==> src/hw/sdt_regs.vh <==
`ifndef SDT_REGS_VH
`define SDT_REGS_VH

// Step angle position.
`define SDT_POS_W        6
`define SDT_POS_RESET    6'h00
`define SDT_MAG_ZERO     6'h00
`define SDT_MAG_FULL     6'h3F

// Effective resolution codes.
`define SDT_MODE_FULL    2'h0
`define SDT_MODE_HALF    2'h1
`define SDT_MODE_QUARTER 2'h2
`define SDT_MODE_SIXTEEN 2'h3

// Grid spacing and grid offset of each resolution.
`define SDT_GRID_FULL    6'h10
`define SDT_GRID_HALF    6'h08
`define SDT_GRID_QUARTER 6'h04
`define SDT_GRID_SIXTEEN 6'h01
`define SDT_OFS_FULL     6'h08
`define SDT_OFS_OTHER    6'h00

// Resolution configuration register.
`define SDT_CFG_RES_RESET 2'h0

// Fault status and position register layout.
`define SDT_FLT_W         16
`define SDT_FLT_SUMMARY   15
`define SDT_FLT_THERM_HI  14
`define SDT_FLT_THERM_LO  13
`define SDT_FLT_OV        12
`define SDT_FLT_UV        11
`define SDT_FLT_STALL     10
`define SDT_FLT_OLB       9
`define SDT_FLT_OLA       8
`define SDT_FLT_POS_HI    5
`define SDT_FLT_POS_LO    0
`define SDT_FLT_RESET     16'h0000

// Thermal indicator codes.
`define SDT_THERM_OK      2'h0
`define SDT_THERM_COLD    2'h1
`define SDT_THERM_HOT     2'h2
`define SDT_THERM_SHUT    2'h3

`endif

==> src/hw/sdt_edge_sync.v <==
`timescale 1ns/1ps
`include "sdt_regs.vh"

module sdt_edge_sync (
   input  wire       sys_clk,
   input  wire       srst,
   input  wire [3:0] rawIn,
   output wire [3:0] syncOut,
   output wire       stepRise
);

   // All four controls share one latency, so direction and resolution
   // stay aligned with the step edge they were set up for.
   reg [3:0] stage1_r;
   reg [3:0] stage2_r;
   reg       stepPrev_r;

   always @(posedge sys_clk) begin
      if (srst) begin
         stage1_r   <= 4'h0;
         stage2_r   <= 4'h0;
         stepPrev_r <= 1'b0;
      end else begin
         stage1_r   <= rawIn;
         stage2_r   <= stage1_r;
         stepPrev_r <= stage2_r[0];
      end
   end

   assign syncOut  = stage2_r;
   assign stepRise = stage2_r[0] & ~stepPrev_r;

endmodule // sdt_edge_sync

==> src/hw/sdt_phase_table.v <==
`timescale 1ns/1ps
`include "sdt_regs.vh"

module sdt_phase_table (
   input  wire [5:0] position,
   output reg  [5:0] phaseAMag,
   output reg        phaseANeg,
   output reg  [5:0] phaseBMag,
   output reg        phaseBNeg
);

   // Quarter sinusoid; 100 percent cannot be coded in 6 bits, so it clips to 63.
   function [5:0] quarterSine;
      input [4:0] idx;
      begin
         case (idx)
            5'h00: quarterSine = 6'h00;
            5'h01: quarterSine = 6'h06;
            5'h02: quarterSine = 6'h0C;
            5'h03: quarterSine = 6'h12;
            5'h04: quarterSine = 6'h18;
            5'h05: quarterSine = 6'h1E;
            5'h06: quarterSine = 6'h23;
            5'h07: quarterSine = 6'h28;
            5'h08: quarterSine = 6'h2D;
            5'h09: quarterSine = 6'h31;
            5'h0A: quarterSine = 6'h35;
            5'h0B: quarterSine = 6'h38;
            5'h0C: quarterSine = 6'h3B;
            5'h0D: quarterSine = 6'h3D;
            5'h0E: quarterSine = 6'h3E;
            default: quarterSine = 6'h3F;
         endcase
      end
   endfunction

   wire [4:0] fwdIdx = {1'b0, position[3:0]};
   wire [4:0] revIdx = 5'h10 - {1'b0, position[3:0]};

   // Position 0 is phase B full positive, phase A zero; each step is 5.625 degrees.
   always @* begin
      phaseAMag = quarterSine(position[4] ? revIdx : fwdIdx);
      phaseBMag = quarterSine(position[4] ? fwdIdx : revIdx);
      phaseANeg = position[5] & (phaseAMag != 6'h00);
      phaseBNeg = (position[5] ^ position[4]) & (phaseBMag != 6'h00);
   end

endmodule // sdt_phase_table

==> src/hw/sdt_translator.v <==
// Behaviour
// - Position indexes a 64-entry phase table, entries 0 to 63.
// - Finest resolution is one sixteenth step; 16 microsteps per full step.
// - Table entry gives magnitude and sign for both phases.
// - Each phase setpoint is a 6-bit value.
// - Position 0 is phase B full, phase A zero; 5.625 degrees per step.
// - Resolution 00 full, 01 half, 10 quarter, 11 sixteenth.
// - Effective select bit is pin OR register bit; register bits reset zero.
// - Sixteenth resolution moves position by one per step rising edge.
// - Direction high increases position, low decreases it.
// - Full step uses only positions 8, 24, 40, 56.
// - Half step uses only multiples of 8.
// - Quarter step uses only multiples of 4.
// - After resolution change, next edge goes to nearest allowed position onward.
// - Serial position changes ignore resolution select.
// - Thermal code 00 none, 01 cold, 10 hot, 11 shutdown.
// - Fault status register reports position in its low field plus flags.
// - Separate flags for overvoltage, undervoltage, stall, open load A and B.
// - Position arithmetic wraps modulo 64.
`timescale 1ns/1ps
`include "sdt_regs.vh"

module sdt_translator (
   input  wire        sys_clk,
   input  wire        srst,
   input  wire        stepIn,
   input  wire        dirIn,
   input  wire        resolutionSelLo,
   input  wire        resolutionSelHi,
   input  wire        cfgResWrEn,
   input  wire [1:0]  cfgResWrData,
   input  wire        serialStrobeN,
   input  wire [5:0]  serialStepChange,
   input  wire [1:0]  thermalIndicator,
   input  wire        supplyOverVolt,
   input  wire        regulatorUnderVolt,
   input  wire        stallFlag,
   input  wire        openLoadPhaseA,
   input  wire        openLoadPhaseB,
   output reg  [5:0]  position_r,
   output reg  [5:0]  phaseAMag_r,
   output reg         phaseANeg_r,
   output reg  [5:0]  phaseBMag_r,
   output reg         phaseBNeg_r,
   output reg  [1:0]  effResolution_r,
   output reg  [15:0] faultStatusPosition_r
);

   // Grid spacing of a resolution code.
   function [5:0] gridOf;
      input [1:0] mode;
      begin
         case (mode)
            `SDT_MODE_FULL:    gridOf = `SDT_GRID_FULL;
            `SDT_MODE_HALF:    gridOf = `SDT_GRID_HALF;
            `SDT_MODE_QUARTER: gridOf = `SDT_GRID_QUARTER;
            default:           gridOf = `SDT_GRID_SIXTEEN;
         endcase
      end
   endfunction

   // Grid offset of a resolution code; full step sits on the 45 degree points.
   function [5:0] offsetOf;
      input [1:0] mode;
      begin
         case (mode)
            `SDT_MODE_FULL: offsetOf = `SDT_OFS_FULL;
            default:        offsetOf = `SDT_OFS_OTHER;
         endcase
      end
   endfunction

   // Next allowed position in the commanded direction. A position off the
   // grid snaps to the nearest grid point ahead, so a resolution change takes
   // effect on the first edge without an overshoot.
   function [5:0] nextPosition;
      input [5:0] pos;
      input [1:0] mode;
      input       fwd;
      reg   [5:0] grid;
      reg   [5:0] ofs;
      reg   [5:0] rel;
      reg   [5:0] base;
      begin
         grid = gridOf(mode);
         ofs  = offsetOf(mode);
         rel  = pos - ofs;
         base = rel & ~(grid - 6'h01);
         if (fwd) begin
            nextPosition = base + grid + ofs;
         end else if (rel == base) begin
            nextPosition = base - grid + ofs;
         end else begin
            nextPosition = base + ofs;
         end
      end
   endfunction

   wire [3:0] syncCtl;
   wire       stepRise;
   wire [5:0] tabAMag;
   wire       tabANeg;
   wire [5:0] tabBMag;
   wire       tabBNeg;

   reg  [1:0] cfgRes_r;
   reg        strobePrev_r;
   reg  [1:0] effRes;
   reg  [5:0] posAfterStep;
   reg  [5:0] position_nxt;
   reg        serialStep;
   reg        faultSummary;

   sdt_edge_sync u_sync (
      .sys_clk  (sys_clk),
      .srst     (srst),
      .rawIn    ({resolutionSelHi, resolutionSelLo, dirIn, stepIn}),
      .syncOut  (syncCtl),
      .stepRise (stepRise)
   );

   sdt_phase_table u_table (
      .position  (position_nxt),
      .phaseAMag (tabAMag),
      .phaseANeg (tabANeg),
      .phaseBMag (tabBMag),
      .phaseBNeg (tabBNeg)
   );

   // Resolution configuration bits; cleared so the pins rule when unused.
   always @(posedge sys_clk) begin
      if (srst) begin
         cfgRes_r <= `SDT_CFG_RES_RESET;
      end else if (cfgResWrEn) begin
         cfgRes_r <= cfgResWrData;
      end
   end

   // Serial step fires on the low-to-high transition of the strobe.
   always @(posedge sys_clk) begin
      if (srst) begin
         strobePrev_r <= 1'b1;
      end else begin
         strobePrev_r <= serialStrobeN;
      end
   end

   always @* begin
      serialStep = serialStrobeN & ~strobePrev_r;
      effRes     = {syncCtl[3] | cfgRes_r[1], syncCtl[2] | cfgRes_r[0]};
   end

   // Step edge first, then the serial change, so a coincident pair loses
   // neither move. The serial change is a raw two's complement offset.
   always @* begin
      if (stepRise) begin
         posAfterStep = nextPosition(position_r, effRes, syncCtl[1]);
      end else begin
         posAfterStep = position_r;
      end
      if (serialStep) begin
         position_nxt = posAfterStep + serialStepChange;
      end else begin
         position_nxt = posAfterStep;
      end
   end

   always @(posedge sys_clk) begin
      if (srst) begin
         position_r <= `SDT_POS_RESET;
      end else begin
         position_r <= position_nxt;
      end
   end

   // Setpoints follow the position with no extra delay.
   always @(posedge sys_clk) begin
      if (srst) begin
         phaseAMag_r <= `SDT_MAG_ZERO;
         phaseANeg_r <= 1'b0;
         phaseBMag_r <= `SDT_MAG_FULL;
         phaseBNeg_r <= 1'b0;
      end else begin
         phaseAMag_r <= tabAMag;
         phaseANeg_r <= tabANeg;
         phaseBMag_r <= tabBMag;
         phaseBNeg_r <= tabBNeg;
      end
   end

   always @(posedge sys_clk) begin
      if (srst) begin
         effResolution_r <= `SDT_MODE_FULL;
      end else begin
         effResolution_r <= effRes;
      end
   end

   always @* begin
      faultSummary = (thermalIndicator != `SDT_THERM_OK) | supplyOverVolt |
                     regulatorUnderVolt | stallFlag | openLoadPhaseA | openLoadPhaseB;
   end

   // Status image; the position field reflects the updated position.
   always @(posedge sys_clk) begin
      if (srst) begin
         faultStatusPosition_r <= `SDT_FLT_RESET;
      end else begin
         faultStatusPosition_r <= `SDT_FLT_RESET;
         faultStatusPosition_r[`SDT_FLT_SUMMARY] <= faultSummary;
         faultStatusPosition_r[`SDT_FLT_THERM_HI:`SDT_FLT_THERM_LO] <= thermalIndicator;
         faultStatusPosition_r[`SDT_FLT_OV]    <= supplyOverVolt;
         faultStatusPosition_r[`SDT_FLT_UV]    <= regulatorUnderVolt;
         faultStatusPosition_r[`SDT_FLT_STALL] <= stallFlag;
         faultStatusPosition_r[`SDT_FLT_OLB]   <= openLoadPhaseB;
         faultStatusPosition_r[`SDT_FLT_OLA]   <= openLoadPhaseA;
         faultStatusPosition_r[`SDT_FLT_POS_HI:`SDT_FLT_POS_LO] <= position_nxt;
      end
   end

endmodule // sdt_translator

==> config.mk <==
export PLATFORM = sky130hd
export DESIGN_NAME = sdt_translator
export DESIGN_NICKNAME = d
export VERILOG_FILES = /design/src/hw/sdt_edge_sync.v /design/src/hw/sdt_phase_table.v /design/src/hw/sdt_translator.v
export VERILOG_INCLUDE_DIRS = /design/src /design/src/hw
export SDC_FILE = /design/constraint.sdc
export NUM_CORES = 1
export LEC_CHECK = 0
export BUFFER_PORTS_ARGS = -buffer_cell sky130_fd_sc_hd__buf_2
export CAP_MARGIN = 20
export CORE_MARGIN = 4
export CORE_UTILIZATION = 50
export CTS_BUF_LIST = sky130_fd_sc_hd__clkbuf_2 sky130_fd_sc_hd__clkbuf_4 sky130_fd_sc_hd__clkbuf_8
export DETAILED_ROUTE_END_ITERATION = 6
export PLACE_DENSITY = 0.84
export SETUP_SLACK_MARGIN = 0.4
export SLEW_MARGIN = 20
export SYNTH_ARGS = -nofsm -noshare
export SYNTH_HDL_FRONTEND = slang
export SYNTH_SLANG_ARGS = --single-unit
==> constraint.sdc <==
create_clock -name sys_clk -period 5.1 [get_ports sys_clk]
set_clock_uncertainty 0.2 [all_clocks]
set_input_delay 1.53 -clock sys_clk [delete_from_list [all_inputs] [get_ports sys_clk]]
set_output_delay 1.53 -clock sys_clk [all_outputs]
set_load 0.02 [all_outputs]
---- Word-level counts from Yosys, hierarchy flattened ----
Memories as Yosys holds them, arrays and structs flattened.
Cells that the tools add are included.
word-level totals
  register bits ........................... 50
  ROM bits ................................ 192
  bits of input ports ..................... 23
  output and inout bits ................... 38
  word-level logic and storage cells ...... 59
  memories ................................ 2
operators by class
  add/sub/neg operators ................... 9
  equal/unequal tests ..................... 3
  muxes and demuxes ....................... 12
  bitwise operators ....................... 16
  reductions and logical operators ........ 4
memory list
  name              words  width  rd ports  clocked after Yosys merged registers in  wr ports  RTL line              text
  (name not given)  16     6      1         0                                        0         sdt_phase_table.v:16  case (idx)
  (name not given)  16     6      1         0                                        0         sdt_phase_table.v:16
operators with widths
  kind                   number
  $mux W6                8
  $add A6 B6 Y6          5
  $pmux W5 S3            1
  $reduce_bool A6 Y1     2
  $sub A6 B6 Y6          2
  $mux W5                2
  $or A1 B1 Y1           7
  $and A6 B6 Y6          1
  $eq A6 B6 Y1           1
  $not A6 Y6             1
  $sub A6 B1 Y6 const B  1
  $sub A5 B4 Y5 const A  1
  $and A1 B1 Y1          4
  $mux W4                1
  $eq A2 B1 Y1 const B   1
  $eq A2 B2 Y1 const B   1
  $logic_not A2 Y1       1
  $not A1 Y1             2
  $reduce_bool A2 Y1     1
  $xor A1 B1 Y1          1

---- Depth between registers and ports, before layout ----
An unclocked memory read counts as a cell.
  word-level depth ........................ 20
  mapped depth ............................ 22
  gate-level depth less buffers ........... 22

---- Modules after synthesis ----
Synthesis repeated with hierarchy kept, for this count alone.
second synthesis, totals
  cell total of the unflattened synthesis .. 375
  area total of the unflattened synthesis .. 3168.0 sq um
modules (own cells, without submodules)
  module           times used  cells an instance  area each (sq um)  sequential area each (sq um)
  sdt_translator   1           234                2102.0             660.6
  sdt_phase_table  1           122                823.3              0.0
  sdt_edge_sync    1           19                 242.7              180.2

---- Worst setup path after synthesis ----
Ideal clock, no wire load.
  path type ............................... register to register
  from .................................... reg cfgRes_r[1]
  to ...................................... reg phaseANeg_r
  setup time .............................. 0.125 ns
  arrival ................................. 4.860 ns
  required time ........................... 4.775 ns
  path slack .............................. -0.085 ns
  stages on the path, launching flop included .. 21
  buffers on the path ..................... 0
  clock period less this slack ............ 5.185 ns
  cell sequence ........................... dfxtp_1 -> nor2_2 -> nand2_1 -> inv_1 -> ha_1 -> ha_1 -> inv_1 -> ha_1 -> ha_1 -> xor2_1 -> a211o_1 -> a31oi_1 -> ha_1 -> xnor2_1 -> o21ai_0 -> a31o_4 -> mux2_2 -> ha_1 -> or3_1 -> and3_1 -> o41a_1
between the ends
  word-level cells in the longest chain between the ends .. 20
  elaborated cells between the ends (all ways) .. 29
  classes of those cells .................. 9 x add/sub; 3 x eq/ne; 10 x mux; 4 x bitwise; 2 x reduce/logical; 1 x memory
ends and longest elaborated chain
  element                               RTL line              text
  from (decl)                           sdt_translator.v:106  reg [1:0] cfgRes_r;
  from (signal assigned)                sdt_translator.v:133  cfgRes_r <= `SDT_CFG_RES_RESET;
  from (signal assigned)                sdt_translator.v:135  cfgRes_r <= cfgResWrData;
  $or A1 B1 Y1 *                        sdt_translator.v:150  effRes = {syncCtl[3] | cfgRes_r[1], syncCtl[2] | cfgRes_r[0]};
  $eq A2 B2 Y1 (tied with other cells)  sdt_translator.v:53   case (mode)
  $pmux W5 S3                           sdt_translator.v:53
  $mux W6                               sdt_translator.v:156  if (stepRise) begin
  $sub A6 B1 Y6                         sdt_translator.v:88   base = rel & ~(grid - 6'h01);
  $not A6 Y6                            sdt_translator.v:88
  $and A6 B6 Y6                         sdt_translator.v:88
  $sub A6 B6 Y6                         sdt_translator.v:92   nextPosition = base - grid + ofs;
  (+4 left out)                         --
  $add A6 B6 Y6                         sdt_translator.v:162  position_nxt = posAfterStep + serialStepChange;
  $mux W6 *                             sdt_translator.v:161  if (serialStep) begin
  $sub A5 B4 Y5                         sdt_phase_table.v:38  wire [4:0] revIdx = 5'h10 - {1'b0, position[3:0]};
  $mux W5                               sdt_phase_table.v:42  phaseAMag = quarterSine(position[4] ? revIdx : fwdIdx);
  $mem_v2 Z16 W6                        --
  $mux W6                               sdt_phase_table.v:16
  $reduce_bool A6 Y1                    sdt_phase_table.v:44  phaseANeg = position[5] & (phaseAMag != 6'h00);
  $and A1 B1 Y1 *                       sdt_phase_table.v:44
  to (signal assigned)                  sdt_translator.v:185  phaseANeg_r <= tabANeg;
  to (decl)                             sdt_translator.v:42   output reg phaseANeg_r,
Every way passes the cells marked *; elsewhere a longest branch is shown, timed or not. The select of a mux whose other input is x is not followed.
A chain may end at the register's enable or synchronous reset.

---- Worst setup path in the final report ----
  from .................................... reg u_sync.stage2_r[2] (netlist: u_sync.syncOut[2])
  to ...................................... reg phaseANeg_r
between the ends
  word-level cells in the longest chain between the ends .. 20
  elaborated cells between the ends (all ways) .. 29
  classes of those cells .................. 9 x add/sub; 3 x eq/ne; 10 x mux; 4 x bitwise; 2 x reduce/logical; 1 x memory
ends and longest elaborated chain
  element                               RTL line              text
  from (decl)                           sdt_edge_sync.v:15    reg [3:0] stage2_r;
  from (signal assigned)                sdt_edge_sync.v:25    stage2_r <= stage1_r;
  $or A1 B1 Y1 *                        sdt_translator.v:150
  $eq A2 B2 Y1 (tied with other cells)  sdt_translator.v:53
  $pmux W5 S3                           sdt_translator.v:53
  $mux W6                               sdt_translator.v:156
  $sub A6 B1 Y6                         sdt_translator.v:88
  $not A6 Y6                            sdt_translator.v:88
  $and A6 B6 Y6                         sdt_translator.v:88
  $sub A6 B6 Y6                         sdt_translator.v:92
  (+4 left out)                         --
  $add A6 B6 Y6                         sdt_translator.v:162
  $mux W6 *                             sdt_translator.v:161
  $sub A5 B4 Y5                         sdt_phase_table.v:38
  $mux W5                               sdt_phase_table.v:42
  $mem_v2 Z16 W6                        --
  $mux W6                               sdt_phase_table.v:16
  $reduce_bool A6 Y1                    sdt_phase_table.v:44
  $and A1 B1 Y1 *                       sdt_phase_table.v:44
Marked as above.

==> impl_metrics.py <==
metrics = {
    "power_and_ir_drop": {
        "clockPowerShare_pct": 26.7,
        "cellPowerDensity_mw_per_mm2": 343,
        "internal-power_uw": 801,
        "ir_worst_vdd_mv": 0.211,
        "sw_frac_of_total_pct": 34.6,
        "pwr-share-seq_pct": 31.1,
        "p_leak_nw": 1.66,
        "p_switching_uw": 424,
        "power_frac_comb_pct": 42.2,
    },
    "timing": {
        "min_period_over_period_pct": 93.7,
        "setup_viol_count_final": 0,
        "setup_tns_ns": 0,
        "max_slew_margin_pct": 53.5,
        "rsz0062_at_grt": "yes",
        "timing.fmax_mhz": 209,
        "slew_viol_final": 0,
        "worstMarginPinSlew_ns": 0.695,
        "finalHoldViolCount": 0,
        "min_period_ns": 4.78,
    },
    "die": {
        "die_y_um": 82.1,
        "rows": 26,
        "start_util_pct": 52.7,
        "core_area_mm2": 0.00520,
        "top_level_ports": 61,
        "fp.dieW_um": 82.1,
        "dieArea_mm2": 0.00674,
    },
    "layout": {
        "drive_above_1_share_pct": 36.6,
        "multi_input_area_mm2": 0.00198,
        "seq_area_um2": 856,
        "final_common_cell": "buf_2",
        "nFillCells": 360,
        "finalNonFillerCells": 450,
        "layout.nets": 435,
        "area_delta_synth_final_pct": 29.9,
        "n_antenna_cell": 0,
        "mostFrequentLayoutCells": "58 x buf_2, 36 x dfxtp_1, 30 x nor2_1",
    },
    "place": {
        "hpwlAfterDp_um": 4620,
        "dp.cells": 429,
        "gp_congestion": 0.911,
        "port_buffers": 58,
    },
    "clock_network": {
        "tritoncts": "done",
        "clk_pin_slew_ns": 0.08,
        "cts.sinks": 42,
        "insertion_delay_ns": 0.30,
        "h-tree-depth": 2,
        "cts_buffers": 5,
        "clock_path_buffers": 2,
        "hold_buffers": 0,
        "root_buffer": "clkbuf_8",
    },
    "synthesis": {
        "syn_area_per_cell_um2": 8.77,
        "syn_inst": 313,
        "yosysSeqAreaShare_pct": 30.6,
        "async_flop_share_pct": 0,
        "synth.distinct_cells": 56,
        "ys.flop_type": "dfxtp_1",
        "ys_warn_count": 0,
        "synth_edf_count": 0,
        "syn-cell-area_mm2": 0.00275,
        "ys_ff_latch": 42,
    },
    "outcome": {
        "status": "finished, final reports clean",
    },
    "hold_path": {
        "hold_class": "register to register",
        "whs_path_depth": 1,
        "hp-start": "u_sync.stage1_r[2]",
    },
    "setup_path": {
        "worstSetupPathType": "register to register",
        "startpoint": "u_sync.syncOut[2]",
        "critical_path_required_ns": 5.09,
        "path_max_fanout": 5,
        "start_kind": "register",
        "ff2ff_path_depth": 18,
        "endpoint_kind": "register",
        "rr_startpoint": "u_sync.syncOut[2]",
        "cp_data_arrival_time_ns": 4.76,
    },
    "drt": {
        "drcViolationCount": 0,
        "via_per_inst": 5.56,
        "ant_nets": 0,
        "wl_per_cell_um": 15.4,
        "wl_um": 6940,
        "dr_total_vias": 2503,
        "drt-pass1-iter-count": 4,
        "first_iter_violations": 158,
    },
    "global_route": {
        "grt_pass1_wl_um": 11100,
        "grt_overflow": 0,
        "antenna_found_initial": 0,
        "grt_pass1_vias": 2380,
        "gr-usage-all-layers_pct": 20.9,
        "grt_max_degree": 38,
    },
    "run": {
        "cap_violations": 0,
    },
}
routing by layer:
layer	routed length [µm]	share of wire, %	vias up	GRT usage [%]
met5	0	0	-	0
met4	161	2.3	0	8.80
met3	470	6.8	15	4.56
met2	3340	48	93	33.4
met1	2960	43	1186	27.1
li1	-	-	1209	-
registers in the layout, summed over array words and instances, names as in the netlist:
signal and flops:
phaseBMag_r 6, strobePrev_r 1, phaseBNeg_r 1, phaseANeg_r 1
u_sync.stage1_r 4, effResolution_r 2, faultStatusPosition_r 14, phaseAMag_r 6
u_sync.syncOut 4, u_sync.stepPrev_r 1, cfgRes_r 2
power groups by stage:
| stage | combinational (mW) | sequential, mW | clock (mW) |
|---|---|---|---|
| floorplan | 0.302 | 0.431 | 0 |
| global placement | 0.436 | 0.387 | 0 |
| detailed placement | 0.450 | 0.388 | 0 |
| CTS | 0.474 | 0.381 | 0.328 |
| global route | 0.567 | 0.385 | 0.343 |
| finish | 0.517 | 0.381 | 0.327 |
stage by stage:
stage               power, mW  setup WS [ns]  hold slack, ns  util [%]  area (µm²)
floorplan               0.732          0.426           0.214         -        2850
global placement        0.823          0.288           0.216      61.0        3170
detailed placement      0.838          0.176           0.225      61.0        3170
CTS                      1.18          0.403           0.234      65.9        3430
global route             1.30          0.181           0.242      68.5        3570
finish                   1.23          0.323           0.230      68.5        3570
what timing repair did:
action / in CTS / in global routing
gates cloned: 0 / 0
endpoints found under the setup margin: 6 / 11
pin swaps: 10 / 18
buffers inserted: 7 / 6
gates resized for setup: 14 / 19
hold endpoints to repair: 0 / 0
layout make-up:
type	count	area share, %
Tap cell	70	2.46
Timing Repair Buffer	78	12.3
Clock buffer	6	2.31
Clock inverter	2	1.68
Multi-Input combinational cell	237	55.6
Sequential cell	42	24.0
Inverter	15	1.65
kinds of logic after synthesis:
logic type               count (synthesis)  share of synthesized area [%]
AND/OR/NAND/NOR                        100                           18.3
AO/OA/AOI/OAI                           70                           17.8
flip-flops                              42                           30.6
buffers and inverters                   35                           5.97
adder cells (fa/ha/maj)                 33                           15.6
XOR/XNOR                                19                           6.06
multiplexers                            13                           5.47
other                                    1                          0.137
synthesized netlist by cell type, drive strengths merged (4+ instances only):
cell	instances	area, µm²
o21ai	13	65.1
clkbuf	8	30.0
nand2b	9	56.3
mux2i	10	113
xnor2	12	105
dfxtp	42	841
and2	4	25.0
inv	15	56.3
xor2	7	61.3
nor2	32	123
a21o	4	30.0
a31oi	8	56.3
buf	12	77.6
or3	4	30.0
nand2	19	71.3
nor3	4	20.0
ha	31	388
a21oi	19	103
nor2b	19	119
critical path: stages, from the launching register on:
cell	delay, ns
dfxtp_4	0.37
or3_4	0.41
a21oi_4	0.17
buf_4	0.14
fa_2	0.42
nor2_1	0.17
a22oi_2	0.08
o2bb2ai_2	0.23
ha_4	0.24
a21o_1	0.19
a21oi_2	0.17
xnor2_2	0.09
o21ai_2	0.22
a31o_4	0.18
mux2_4	0.36
ha_4	0.25
or3_4	0.33
and3_4	0.15
o41a_1	0.30
path summary, 6_finish.rpt:
check / end / slack [ns]
setup reg to reg: phaseANeg_r / 0.32
hold / removal: u_sync.syncOut[2] / 0.23
setup / recovery: phaseANeg_r / 0.32
hold reg to reg: u_sync.syncOut[2] / 0.23
Note: power is estimated with default switching activity, not from simulation.
